$ cat config.mk
export PLATFORM = sky130hd
export DESIGN_NAME = adc_aux_crc_syscal_regs
export DESIGN_NICKNAME = d
export VERILOG_FILES = /design/src/hw/regs_pkg.sv /design/src/hw/adc_aux_crc_syscal_regs.sv /design/src/hw/cal_coeff_mem.sv /design/src/hw/crc8_unit.sv
export VERILOG_INCLUDE_DIRS = /design/src /design/src/hw
export SDC_FILE = /design/constraint.sdc
export NUM_CORES = 1
export LEC_CHECK = 0
export BUFFER_PORTS_ARGS = -buffer_cell sky130_fd_sc_hd__buf_4
export CORE_MARGIN = 5
export CORE_UTILIZATION = 29
export CTS_CLUSTER_DIAMETER = 50
export DETAILED_ROUTE_END_ITERATION = 16
export PLACE_DENSITY = 0.46
export SLEW_MARGIN = 40
export SYNTH_ARGS = -nofsm -noshare
export SYNTH_HDL_FRONTEND = slang
export SYNTH_SLANG_ARGS = --single-unit
$ cat constraint.sdc
create_clock -name i_clk -period 15.8 [get_ports i_clk]
set_input_delay 0.79 -clock i_clk [delete_from_list [all_inputs] [get_ports i_clk]]
set_output_delay 0.79 -clock i_clk [all_outputs]
set_load 0.02 [all_outputs]
$ cat src/hw/regs_map.svh
`ifndef REGS_MAP_SVH
`define REGS_MAP_SVH

// register indices, byte address is four times the index
`define IDX_RESET_CMD 6'h00
`define IDX_CRC_OPT 6'h11
`define IDX_AUX 6'h12
`define IDX_CRC_CN 6'h13
`define IDX_THLD_H 6'h14
`define IDX_THLD_L 6'h15
`define IDX_SYSCAL 6'h17
`define IDX_CONV_H 6'h1A
`define IDX_CONV_M 6'h1B
`define IDX_CONV_L 6'h1C
`define IDX_CRC_DAT 6'h1D

// field positions
`define AUX_CLR_BIT 6
`define AUX_BYP_BIT 5
`define AUX_SEL_BIT 4
`define CRC_EN_BIT 4
`define CRC_AFT_BIT 2
`define CRC_NORST_BIT 5

// writable bit masks, everything else reads zero
`define AUX_MASK 8'h7F
`define CRC_CN_MASK 8'h14
`define CRC_OPT_MASK 8'h20

// reset values
`define AUX_RST 8'h00
`define CRC_CN_RST 8'h00
`define CRC_OPT_RST 8'h00
`define THLD_RST 16'h0000

// constants
`define RESET_CMD_VAL 8'hC3
`define CUR_STEP_UA 10'h064
`define CUR_MAX_CODE 4'hA
`define CRC_POLY 8'h31

`endif

$ cat src/hw/regs_pkg.sv
package regs_pkg;

  typedef enum logic [1:0] {
    SYSCAL_NORMAL,
    SYSCAL_OFFSET,
    SYSCAL_GAIN,
    SYSCAL_RSVD
  } syscal_mode_e;

  typedef logic [23:0] coeff_t;

endpackage : regs_pkg

$ cat src/hw/adc_aux_crc_syscal_regs.sv
// How it works
// - a 0xC3 reset command clears the channel offset and gain coefficients only when the clear-on-reset bit is 1.
// - the external clock detect bypass bit resets to 0 so detection runs, and 1 bypasses it.
// - the clock select bit counts only while detection is bypassed, 0 internal and 1 external.
// - excitation codes 0x0 to 0xA give 0 to 1000 uA in 100 uA steps.
// - the CRC enable bit resets to 0 and enables CRC over conversion byte reads when 1.
// - with release-after-crc at 0, data ready goes high once the low conversion byte is read.
// - with release-after-crc at 1, data ready stays low until the CRC byte after the low byte is read.
// - the 16-bit diagnostic threshold is split high byte at 0x14 and low byte at 0x15.
// - writing the calibration field picks normal, offset or gain determination, 0x3 is not written.
// - reading the calibration field returns the mode in progress.
// - a determination ends with one conversion and the field falls back to normal.
// - the CRC is cleared when data ready is released unless the disable bit is 1.
// - writing the CRC data register clears the CRC and reading it returns the CRC byte.
//
// The implementer's own choice: the APB register port.
`timescale 1ns/1ns
`include "regs_map.svh"

module adc_aux_crc_syscal_regs (
  // clock and reset
  input wire logic i_clk,
  input wire logic i_rst,
  // apb slave
  input wire logic i_psel,
  input wire logic i_penable,
  input wire logic i_pwrite,
  input wire logic [7:0] i_paddr,
  input wire logic [31:0] i_pwdata,
  output logic [31:0] o_prdata,
  output logic o_pready,
  output logic o_pslverr,
  // converter side
  input wire logic i_conv_done,
  input wire logic [23:0] i_conv_data,
  input wire logic [1:0] i_conv_channel,
  input wire logic i_ext_clk_present,
  input wire logic [2:0] i_coeff_rd_addr,
  // controls and status
  output logic o_data_ready_n,
  output logic o_ext_clk_select,
  output logic [9:0] o_excitation_current_ua,
  output logic [15:0] o_diag_threshold,
  output logic [1:0] o_syscal_mode,
  output logic o_crc_enable,
  output logic o_conv_reset,
  output regs_pkg::coeff_t o_coeff_rd_data
);

  logic pready_q;
  logic pslverr_q;
  logic [31:0] prdata_q;
  logic [7:0] aux_q;
  logic [7:0] aux_d;
  logic [7:0] crc_cn_q;
  logic [7:0] crc_cn_d;
  logic [7:0] crc_opt_q;
  logic [7:0] crc_opt_d;
  logic [15:0] thld_q;
  logic [15:0] thld_d;
  regs_pkg::syscal_mode_e mode_q;
  regs_pkg::syscal_mode_e mode_d;
  logic [23:0] conv_q;
  logic drdy_n_q;
  logic drdy_n_d;
  logic low_read_q;
  logic low_read_d;
  logic ext_sel_q;
  logic [9:0] cur_q;
  logic conv_rst_q;
  logic [7:0] crc_val;

  function automatic logic [7:0] wmask(input logic [7:0] cur,
                                       input logic [7:0] wd,
                                       input logic [7:0] m);
    return (cur & ~m) | (wd & m);
  endfunction : wmask

  function automatic logic [9:0] code_to_ua(input logic [3:0] code);
    return (code <= `CUR_MAX_CODE) ? 10'({6'h00, code} * `CUR_STEP_UA)
                                   : 10'h000;
  endfunction : code_to_ua

  // bus decode
  wire [5:0] idx = i_paddr[7:2];
  wire acc = i_psel & i_penable & pready_q;
  wire wr = acc & i_pwrite;
  wire rd = acc & ~i_pwrite;
  wire first_acc = i_psel & i_penable & ~pready_q;
  wire [7:0] wbyte = i_pwdata[7:0];

  wire sel_rst = idx == `IDX_RESET_CMD;
  wire sel_opt = idx == `IDX_CRC_OPT;
  wire sel_aux = idx == `IDX_AUX;
  wire sel_cn = idx == `IDX_CRC_CN;
  wire sel_th = idx == `IDX_THLD_H;
  wire sel_tl = idx == `IDX_THLD_L;
  wire sel_cal = idx == `IDX_SYSCAL;
  wire sel_ch = idx == `IDX_CONV_H;
  wire sel_cm = idx == `IDX_CONV_M;
  wire sel_cl = idx == `IDX_CONV_L;
  wire sel_cd = idx == `IDX_CRC_DAT;
  wire sel_conv = sel_ch | sel_cm | sel_cl;
  wire mapped = sel_rst | sel_opt | sel_aux | sel_cn | sel_th | sel_tl |
                sel_cal | sel_conv | sel_cd;

  // read selection, reserved bits read zero
  wire [7:0] rbyte =
    sel_opt ? crc_opt_q :
    sel_aux ? aux_q :
    sel_cn ? crc_cn_q :
    sel_th ? thld_q[15:8] :
    sel_tl ? thld_q[7:0] :
    sel_cal ? {6'h00, mode_q} :
    sel_ch ? conv_q[23:16] :
    sel_cm ? conv_q[15:8] :
    sel_cl ? conv_q[7:0] :
    sel_cd ? crc_val :
    8'h00;

  // soft reset command
  wire cmd_hit = wr & sel_rst & (wbyte == `RESET_CMD_VAL);
  wire mem_clear = cmd_hit & aux_q[`AUX_CLR_BIT];

  // configuration registers
  assign aux_d = cmd_hit ? `AUX_RST :
                 (wr & sel_aux) ? (wbyte & `AUX_MASK) : aux_q;
  // bit 3 is never stored, host keeps it zero
  assign crc_cn_d = cmd_hit ? `CRC_CN_RST :
                    (wr & sel_cn) ? (wbyte & `CRC_CN_MASK) : crc_cn_q;
  assign crc_opt_d = cmd_hit ? `CRC_OPT_RST :
                     (wr & sel_opt) ? (wbyte & `CRC_OPT_MASK) : crc_opt_q;
  assign thld_d = cmd_hit ? `THLD_RST :
                  {(wr & sel_th) ? wbyte : thld_q[15:8],
                   (wr & sel_tl) ? wbyte : thld_q[7:0]};

  wire crc_en = crc_cn_q[`CRC_EN_BIT];
  wire aft_crc = crc_cn_q[`CRC_AFT_BIT];
  wire crc_norst = crc_opt_q[`CRC_NORST_BIT];

  // system calibration mode
  wire cal_wr = wr & sel_cal & (wbyte[1:0] != 2'h3);
  wire cal_busy = mode_q != regs_pkg::SYSCAL_NORMAL;
  wire cal_finish = cal_busy & i_conv_done;
  assign mode_d = cmd_hit ? regs_pkg::SYSCAL_NORMAL :
                  cal_wr ? regs_pkg::syscal_mode_e'(wbyte[1:0]) :
                  cal_finish ? regs_pkg::SYSCAL_NORMAL : mode_q;
  wire [2:0] coeff_waddr = {mode_q == regs_pkg::SYSCAL_GAIN, i_conv_channel};

  // data ready release
  wire rel_low = rd & sel_cl & ~aft_crc;
  wire rel_crc = rd & sel_cd & aft_crc & low_read_q;
  wire release_now = ~drdy_n_q & (rel_low | rel_crc);
  // a new conversion wins over a release in the same cycle
  assign drdy_n_d = i_conv_done ? 1'b0 :
                    (release_now | cmd_hit) ? 1'b1 : drdy_n_q;
  wire drdy_rise = ~drdy_n_q & drdy_n_d;
  assign low_read_d = (i_conv_done | drdy_rise) ? 1'b0 :
                      (rd & sel_cl & aft_crc) ? 1'b1 : low_read_q;

  // crc over conversion bytes read by the host
  wire crc_clear = (drdy_rise & ~crc_norst) | (wr & sel_cd) | cmd_hit;
  wire crc_feed = rd & sel_conv & crc_en;

  crc8_unit u_crc (
    .i_clk(i_clk),
    .i_rst(i_rst),
    .i_clear(crc_clear),
    .i_feed(crc_feed),
    .i_byte(rbyte),
    .o_crc(crc_val)
  );

  cal_coeff_mem u_mem (
    .i_clk(i_clk),
    .i_rst(i_rst),
    .i_clear(mem_clear),
    .i_we(cal_finish),
    .i_waddr(coeff_waddr),
    .i_wdata(i_conv_data),
    .i_raddr(i_coeff_rd_addr),
    .o_rdata(o_coeff_rd_data)
  );

  // clock source: detection result unless bypassed
  wire ext_sel_d = aux_q[`AUX_BYP_BIT] ? aux_q[`AUX_SEL_BIT]
                                       : i_ext_clk_present;

  // apb handshake: one wait state so read data comes from a flop
  always_ff @(posedge i_clk or posedge i_rst) begin
    if (i_rst) begin
      pready_q <= 1'b0;
      pslverr_q <= 1'b0;
      prdata_q <= 32'h00000000;
    end else begin
      pready_q <= first_acc;
      if (first_acc) begin
        pslverr_q <= ~mapped;
        prdata_q <= {24'h000000, rbyte};
      end
    end
  end

  always_ff @(posedge i_clk or posedge i_rst) begin
    if (i_rst) begin
      aux_q <= `AUX_RST;
      crc_cn_q <= `CRC_CN_RST;
      crc_opt_q <= `CRC_OPT_RST;
      thld_q <= `THLD_RST;
      mode_q <= regs_pkg::SYSCAL_NORMAL;
    end else begin
      aux_q <= aux_d;
      crc_cn_q <= crc_cn_d;
      crc_opt_q <= crc_opt_d;
      thld_q <= thld_d;
      mode_q <= mode_d;
    end
  end

  always_ff @(posedge i_clk or posedge i_rst) begin
    if (i_rst) begin
      conv_q <= 24'h000000;
      drdy_n_q <= 1'b1;
      low_read_q <= 1'b0;
      ext_sel_q <= 1'b0;
      cur_q <= 10'h000;
      conv_rst_q <= 1'b0;
    end else begin
      if (i_conv_done) begin
        conv_q <= i_conv_data;
      end
      drdy_n_q <= drdy_n_d;
      low_read_q <= low_read_d;
      ext_sel_q <= ext_sel_d;
      cur_q <= code_to_ua(aux_q[3:0]);
      conv_rst_q <= cmd_hit;
    end
  end

  assign o_prdata = prdata_q;
  assign o_pready = pready_q;
  assign o_pslverr = pslverr_q;
  assign o_data_ready_n = drdy_n_q;
  assign o_ext_clk_select = ext_sel_q;
  assign o_excitation_current_ua = cur_q;
  assign o_diag_threshold = thld_q;
  assign o_syscal_mode = mode_q;
  assign o_crc_enable = crc_cn_q[`CRC_EN_BIT];
  assign o_conv_reset = conv_rst_q;
endmodule : adc_aux_crc_syscal_regs

$ cat src/hw/cal_coeff_mem.sv
`timescale 1ns/1ns

module cal_coeff_mem (
  // clock and reset
  input wire logic i_clk,
  input wire logic i_rst,
  // write and clear
  input wire logic i_clear,
  input wire logic i_we,
  input wire logic [2:0] i_waddr,
  input wire regs_pkg::coeff_t i_wdata,
  // read
  input wire logic [2:0] i_raddr,
  output regs_pkg::coeff_t o_rdata
);

  regs_pkg::coeff_t mem_q [8];
  regs_pkg::coeff_t rdata_q;

  assign o_rdata = rdata_q;

  // flops, not a ram macro: a clear must wipe all words in one cycle
  always_ff @(posedge i_clk or posedge i_rst) begin
    if (i_rst) begin
      for (int i = 0; i < 8; i++) begin
        mem_q[i] <= 24'h000000;
      end
    end else if (i_clear) begin
      for (int i = 0; i < 8; i++) begin
        mem_q[i] <= 24'h000000;
      end
    end else if (i_we) begin
      mem_q[i_waddr] <= i_wdata;
    end
  end

  always_ff @(posedge i_clk or posedge i_rst) begin
    if (i_rst) begin
      rdata_q <= 24'h000000;
    end else begin
      rdata_q <= mem_q[i_raddr];
    end
  end

endmodule : cal_coeff_mem

$ cat src/hw/crc8_unit.sv
`timescale 1ns/1ns
`include "regs_map.svh"

module crc8_unit (
  // clock and reset
  input wire logic i_clk,
  input wire logic i_rst,
  // control
  input wire logic i_clear,
  input wire logic i_feed,
  input wire logic [7:0] i_byte,
  // result
  output logic [7:0] o_crc
);

  logic [7:0] crc_q;
  logic [7:0] crc_d;

  function automatic logic [7:0] crc_step(input logic [7:0] crc,
                                          input logic [7:0] b);
    logic [7:0] c;
    c = crc ^ b;
    for (int i = 0; i < 8; i++) begin
      c = c[7] ? ({c[6:0], 1'b0} ^ `CRC_POLY) : {c[6:0], 1'b0};
    end
    return c;
  endfunction : crc_step

  // clear beats a byte fed in the same cycle
  assign crc_d = i_clear ? 8'h00 : (i_feed ? crc_step(crc_q, i_byte) : crc_q);
  assign o_crc = crc_q;

  always_ff @(posedge i_clk or posedge i_rst) begin
    if (i_rst) begin
      crc_q <= 8'h00;
    end else begin
      crc_q <= crc_d;
    end
  end

endmodule : crc8_unit

Yosys cells after proc, flatten, opt, wreduce, memory -nomap -nowiden
Index checks and enable logic that the tools add are counted.
{"block": "word_totals", "ff_bits": 314, "input_bits": 76, "out_inout_bits": 90}
{"block": "classes", "mul": 1, "order_cmp": 4, "eq_ne": 13, "n_mux": 46, "bitwise_logic": 60, "reduce_logical": 12}
{"cell": "two-way mux 192 bit", "count": 2}
{"cell": "bitwise mux 192 bit", "count": 1}
{"cell": "two-way mux 8 bit", "count": 20}
{"cell": "binary-select mux 24 bit (select 3 bit)", "count": 1}
{"cell": "demux 24 bit (select 3 bit)", "count": 1}
{"cell": "two-way mux 24 bit", "count": 3}
{"cell": "equality test 6 x 5 -> 1 bit (second input constant)", "count": 10}
{"cell": "two-way mux 6 bit", "count": 8}
{"cell": "bitwise AND 1 bit", "count": 28}
{"cell": "inverter 3 bit", "count": 8}
{"cell": "nonzero test 2 bit", "count": 9}
{"cell": "two-way mux 16 bit", "count": 1}
{"cell": "bitwise OR 1 bit", "count": 15}
{"cell": "two-way mux 10 bit", "count": 1}
{"cell": "equality test 8 bit (second input constant)", "count": 1}
{"cell": ">= comparator 4 bit (second input constant)", "count": 2}
{"cell": "multiplier 4 x 5 -> 8 bit (second input constant)", "count": 1}
{"cell": "inverter 3 -> 4 bit", "count": 2}
{"cell": "bitwise XOR 8 bit", "count": 1}
{"cell": "logical NOT 6 bit", "count": 1}
{"cell": "two-way mux 2 bit", "count": 3}
{"cell": "inverter 1 bit", "count": 6}
{"cell": "two-way mux 1 bit", "count": 5}
{"cell": "less-or-equal comparator 4 bit (second input constant)", "count": 1}
{"cell": "5 further kinds", "count": 5}

Depth between registers and ports, before layout
{"block": "depth", "word_depth": 30, "mapped_depth": 11, "depth_no_buf": 8}

Cells and area by module
A second synthesis with hierarchy kept.
{"block": "unflattened", "cells_unflattened": 1476, "hier_area_um2": 14895.5}
{"module": "cal_coeff_mem", "n_inst": 1, "cells_per_inst": 986, "area_each_um2": 10085.9, "seq_area_each_um2": 5405.2}
{"module": "adc_aux_crc_syscal_regs", "n_inst": 1, "cells_per_inst": 438, "area_each_um2": 4227.8, "seq_area_each_um2": 1853.0}
{"module": "crc8_unit", "n_inst": 1, "cells_per_inst": 52, "area_each_um2": 581.8, "seq_area_each_um2": 200.2}

Least setup slack after synthesis
No wires, ideal clock.
{"block": "synth_timing", "path_type": "input to register", "from": "input port i_paddr[6]", "to": "register u_crc.crc_q[0], in the netlist u_crc.o_crc[0]", "arrival_time_ns": 2.985, "t_required_ns": 15.648, "path_slack_ns": 12.663, "cell_stages": 10, "cell_sequence": "clkbuf_1 -> and4b_1 -> buf_6 -> and2_4 -> a221o_1 -> a222oi_1 -> xnor2_1 -> xnor3_2 -> mux2i_1 -> nor3_1"}
{"block": "synth_between", "elab_chain_len": 22, "elab_cells_between_ends": 56, "classes_between": "eq/ne (10); mux (20); bitwise (24); reduce/logical (2)"}
{"item": "from (decl)", "line": "adc_aux_crc_syscal_regs.sv:28", "text": "input wire logic [7:0] i_paddr,"}
{"item": "equality test 6 x 5 -> 1 bit (no source line)"}
{"item": "two-way mux 8 bit", "line": "adc_aux_crc_syscal_regs.sv:118", "text": "sel_cd ? crc_val :"}
{"item": "two-way mux 8 bit", "line": "adc_aux_crc_syscal_regs.sv:117", "text": "sel_cl ? conv_q[7:0] :"}
{"item": "two-way mux 8 bit", "line": "adc_aux_crc_syscal_regs.sv:116", "text": "sel_cm ? conv_q[15:8] :"}
{"item": "two-way mux 8 bit", "line": "adc_aux_crc_syscal_regs.sv:115", "text": "sel_ch ? conv_q[23:16] :"}
{"item": "two-way mux 8 bit", "line": "adc_aux_crc_syscal_regs.sv:114", "text": "sel_cal ? {6'h00, mode_q} :"}
{"item": "two-way mux 8 bit", "line": "adc_aux_crc_syscal_regs.sv:113", "text": "sel_tl ? thld_q[7:0] :"}
{"item": "two-way mux 8 bit", "line": "adc_aux_crc_syscal_regs.sv:112", "text": "sel_th ? thld_q[15:8] :"}
{"item": "[2 not listed]"}
{"item": "two-way mux 8 bit", "line": "adc_aux_crc_syscal_regs.sv:109", "text": "sel_opt ? crc_opt_q :"}
{"item": "bitwise XOR 8 bit", "line": "crc8_unit.sv:22", "text": "c = crc ^ b;"}
{"item": "two-way mux 6 bit (3 in series)", "line": "crc8_unit.sv:24", "text": "c = c[7] ? ({c[6:0], 1'b0} ^ `CRC_POLY) : {c[6:0], 1'b0};"}
{"item": "inverter 3 bit (no source line)"}
{"item": "two-way mux 6 bit", "line": "crc8_unit.sv:24"}
{"item": "inverter 3 bit (no source line)"}
{"item": "two-way mux 6 bit (2 in series)", "line": "crc8_unit.sv:24"}
{"item": "two-way mux 8 bit (2 in series)", "line": "crc8_unit.sv:30", "text": "assign crc_d = i_clear ? 8'h00 : (i_feed ? crc_step(crc_q, i_byte) : crc_q);"}
{"item": "to (signal assigned)", "line": "crc8_unit.sv:37", "text": "crc_q <= crc_d;"}
{"item": "to (decl)", "line": "crc8_unit.sv:16", "text": "logic [7:0] crc_q;"}
Several ways; a longest one is shown, not always the timed one. The select of a mux whose other input is x is not followed.
A chain may end at the register's enable or synchronous reset.

Final worst setup path
{"block": "layout_timing", "from": "input port i_paddr[3]", "to": "register u_crc.crc_q[5], in the netlist u_crc.o_crc[5]"}
{"block": "layout_between", "elab_chain_len": 23, "elab_cells_between_ends": 61, "classes_between": "eq/ne (10); mux (22); bitwise (27); reduce/logical (2)"}
{"item": "equality test 6 x 5 -> 1 bit (no source line)"}
{"item": "two-way mux 8 bit", "line": "adc_aux_crc_syscal_regs.sv:118"}
{"item": "two-way mux 8 bit", "line": "adc_aux_crc_syscal_regs.sv:117"}
{"item": "two-way mux 8 bit", "line": "adc_aux_crc_syscal_regs.sv:116"}
{"item": "two-way mux 8 bit", "line": "adc_aux_crc_syscal_regs.sv:115"}
{"item": "two-way mux 8 bit", "line": "adc_aux_crc_syscal_regs.sv:114"}
{"item": "two-way mux 8 bit", "line": "adc_aux_crc_syscal_regs.sv:113"}
{"item": "two-way mux 8 bit", "line": "adc_aux_crc_syscal_regs.sv:112"}
{"item": "[4 not listed]"}
{"item": "two-way mux 6 bit (2 in series)", "line": "crc8_unit.sv:24"}
{"item": "inverter 3 bit (no source line)"}
{"item": "two-way mux 6 bit", "line": "crc8_unit.sv:24"}
{"item": "inverter 3 bit (no source line)"}
{"item": "two-way mux 6 bit (2 in series)", "line": "crc8_unit.sv:24"}
{"item": "inverter 3 bit (no source line)"}
{"item": "two-way mux 6 bit", "line": "crc8_unit.sv:24"}
{"item": "two-way mux 8 bit (2 in series)", "line": "crc8_unit.sv:30"}
Several ways; a longest one is shown, not always the timed one. The select of a mux whose other input is x is not followed.

==> results_dict.tcl <==
set metrics [dict create \
    fp.dieH_um 234 \
    grt_pass1_vias 9649 \
    grt_max_degree 115 \
    dpl.hpwl_um 25300 \
    setup_viol 0 \
    post-place-ws_ps 12030 \
    synthFlopType "dfrtp_1" \
    drc 0 \
    place_area_um2 15900 \
    cap_violations 0 \
    finClkSkew_ps 13.4 \
    clock-root-buffer "clkbuf_16" \
    relSlewSlack 0.440 \
    final_hold_viol_count 0 \
    cts.sink_count 298 \
    fin_area_um2 17100 \
    diodes 0 \
    overflow 0 \
    holdBufCountCts 0 \
    core-area_um2 49900 \
    worst_pin_slew_ps 841 \
    fin_tns_setup_ps 0 \
    worst_ep_arrival_time_ps 3720 \
    htreeDepth 2 \
    cts_tree "done" \
    worst_setup_path_end_kind "register" \
    hold_ws_ps 308 \
    start_util 0.292 \
    grt_pass1_wl_um 61900 \
    fin_crit_sh 0.207 \
    power_mw 1.70 \
    holdCritPathClass "in -> async" \
    drive_gt1_frac 0.228 \
    routedWlPerCell_um 20.1 \
    rows 82 \
    slew_violations 0 \
    clk_pin_slew_ps 60 \
    crit_required_ps 16240 \
    syn_to_final_growth_pct 17.3 \
    startpoint_type "input port" \
    syn_inst 1246 \
    synth-edff-count 0 \
    status "completed" \
    period_needed_ps 3280 \
    wl_um 40400 \
    insertion_delay_ps 540 \
    ys_seq_elements 298 \
    maxClockFrequency_mhz 305 \
    place.gp.congestion 0.831 \
    post-cts-setup-buffers 0 \
    yosysSeqAreaShare 0.513 \
    dieWidth_um 234 \
    ys.warnings.count 0 \
    crit_type "in -> reg" \
    fin_ws_ps 12520 \
    firstDrtPassIters 5 \
    num_io_pins 166 \
    syn_area_um2 14500 \
    cts_buffer_depth 3 \
    rsz0062_at_grt "false" \
    ctsResizeCount 0 \
    die_area_um2 54700 \
    synthArstFlopShare 1.00 \
    ys_types 70 \
    syn_area_per_cell_um2 11.7 \
    antenna_found_initial 0 \
    drtAntennaViolNets 0 \
    vdd_drop_max_v 0.0000551 \
    fin_nets 1394 \
    groute.usage.overall 0.146 \
    io_buffers 113 \
    vias_per_cell 4.79 \
    leakagePower_nw 8.62 \
    numCtsBuffers 37 \
    cp_max_fo 28 \
    first_iter_violations 664 \
    p_per_area_nw_per_um2 99.4 \
    routed-via-count 9625 \
]
-- cells by family after synthesis --
logic type      Yosys count  share of synthesized area
other cells               1                   0.000258
xor+xnor                 18                     0.0147
mux                     309                      0.259
buf+inv                 146                     0.0459
compound gates           92                     0.0447
fa+ha+maj                11                    0.00998
simple gates            371                      0.113
flops                   298                      0.513
-- stage by stage --
step,instances,utilization
after floorplan,1271,-
after CTS,2008,0.342
after detailed placement,1940,0.319
final,2008,0.342
after global placement,1940,0.318
after global routing,2008,0.342
-- registers in the layout, indices dropped and copies added (netlist names), 2 cells and up --
name                     flops
o_diag_threshold            16
u_crc.o_crc                  8
u_mem.mem_q                192
o_prdata                     8
aux_q                        7
crc_cn_q                     2
conv_q                      24
u_mem.o_rdata               24
o_excitation_current_ua      8
o_syscal_mode                2
-- where the power goes --
group | total [mW] | switching, mW | internal [mW]
combinational | 0.107 | 0.0699 | 0.0368
sequential | 0.782 | 0.00807 | 0.774
clock | 0.807 | 0.345 | 0.461
total | 1.70 | 0.423 | 1.27
-- final timing paths --
path,start,endpoint,slack (ps),cells after the start
worst max-delay path,i_paddr[3],u_crc.o_crc[5]$_DFFE_PP0P_,12520,9
worst min-delay path,i_rst,o_excitation_current_ua[8]$_DFF_PP0_,310,2
worst max register to register,o_pready$_DFF_PP0_,u_mem.mem_q[39]$_DFFE_PP0P_,13180,5
worst min register to register,o_prdata[0]$_DFFE_PP0P_,o_prdata[0]$_DFFE_PP0P_,490,2
max in group asynchronous,i_rst,u_mem.mem_q[12]$_DFFE_PP0P_,13770,4
min in group i_clk,o_prdata[0]$_DFFE_PP0P_,o_prdata[0]$_DFFE_PP0P_,490,2
-- cell usage after synthesis, types with 5 or more instances --
master | number | area share
nor3_1 | 12 | 0.0041
nand2_1 | 58 | 0.015
clkbuf_1 | 69 | 0.018
a21oi_1 | 17 | 0.0059
mux4_2 | 48 | 0.074
mux2_2 | 53 | 0.041
a22oi_1 | 5 | 0.0026
xnor2_1 | 13 | 0.0078
and2_1 | 6 | 0.0026
mux2i_1 | 208 | 0.14
inv_1 | 15 | 0.0039
dfrtp_1 | 297 | 0.51
o21ai_0 | 19 | 0.0065
ha_1 | 10 | 0.0086
nand2b_1 | 7 | 0.0030
nand3b_1 | 5 | 0.0026
and3_1 | 6 | 0.0026
buf_4 | 26 | 0.013
nor2_1 | 229 | 0.059
nand4_1 | 6 | 0.0026
nand3_1 | 7 | 0.0024
buf_1 | 29 | 0.0075
a22o_1 | 8 | 0.0048
nor2b_1 | 11 | 0.0047
buf_2 | 5 | 0.0017
-- final cells by class --
cell class | instances | area [um^2]
fill | 5012 | 32800
sequential | 298 | 7460
multi-input combinational | 827 | 6570
clock buffer | 48 | 977
timing repair buffer | 128 | 976
tap | 672 | 841
clock inverter | 20 | 170
inverter | 15 | 68.8
-- routing by layer --
layer	vias up	routed length [um]	track usage	share of wire
met5	-	0	0	0
met4	0	894	0.0404	0.022
met3	43	2100	0.0300	0.052
met2	223	18700	0.225	0.46
met1	4929	18700	0.209	0.46
li1	4430	-	-	-
-- cell usage in the layout (no fill, tap or decap), types with 6 or more instances in the layout --
master,n
a22o_1,8
nand3_1,7
mux4_2,48
clkbuf_1,10
dfrtp_1,297
nand2_1,58
clkinv_2,9
nor2b_1,11
o21ai_0,19
xnor2_1,13
a21oi_1,17
clkbuf_16,37
and3_1,6
mux2i_1,208
nand2b_1,7
mux2_2,53
conb_1,26
inv_1,14
nor2_1,228
buf_4,124
and2_1,6
nand4_1,6
ha_1,10
nor3_1,10
-- critical path, cell delays in order --
cell,delay [ps]
buf_4,270
nor2b_1,530
and2_0,440
a21oi_1,140
a2111oi_2,530
xnor2_1,240
xnor3_2,440
mux2i_1,130
nor3_1,180
Power figures use the tool's default switching activity.
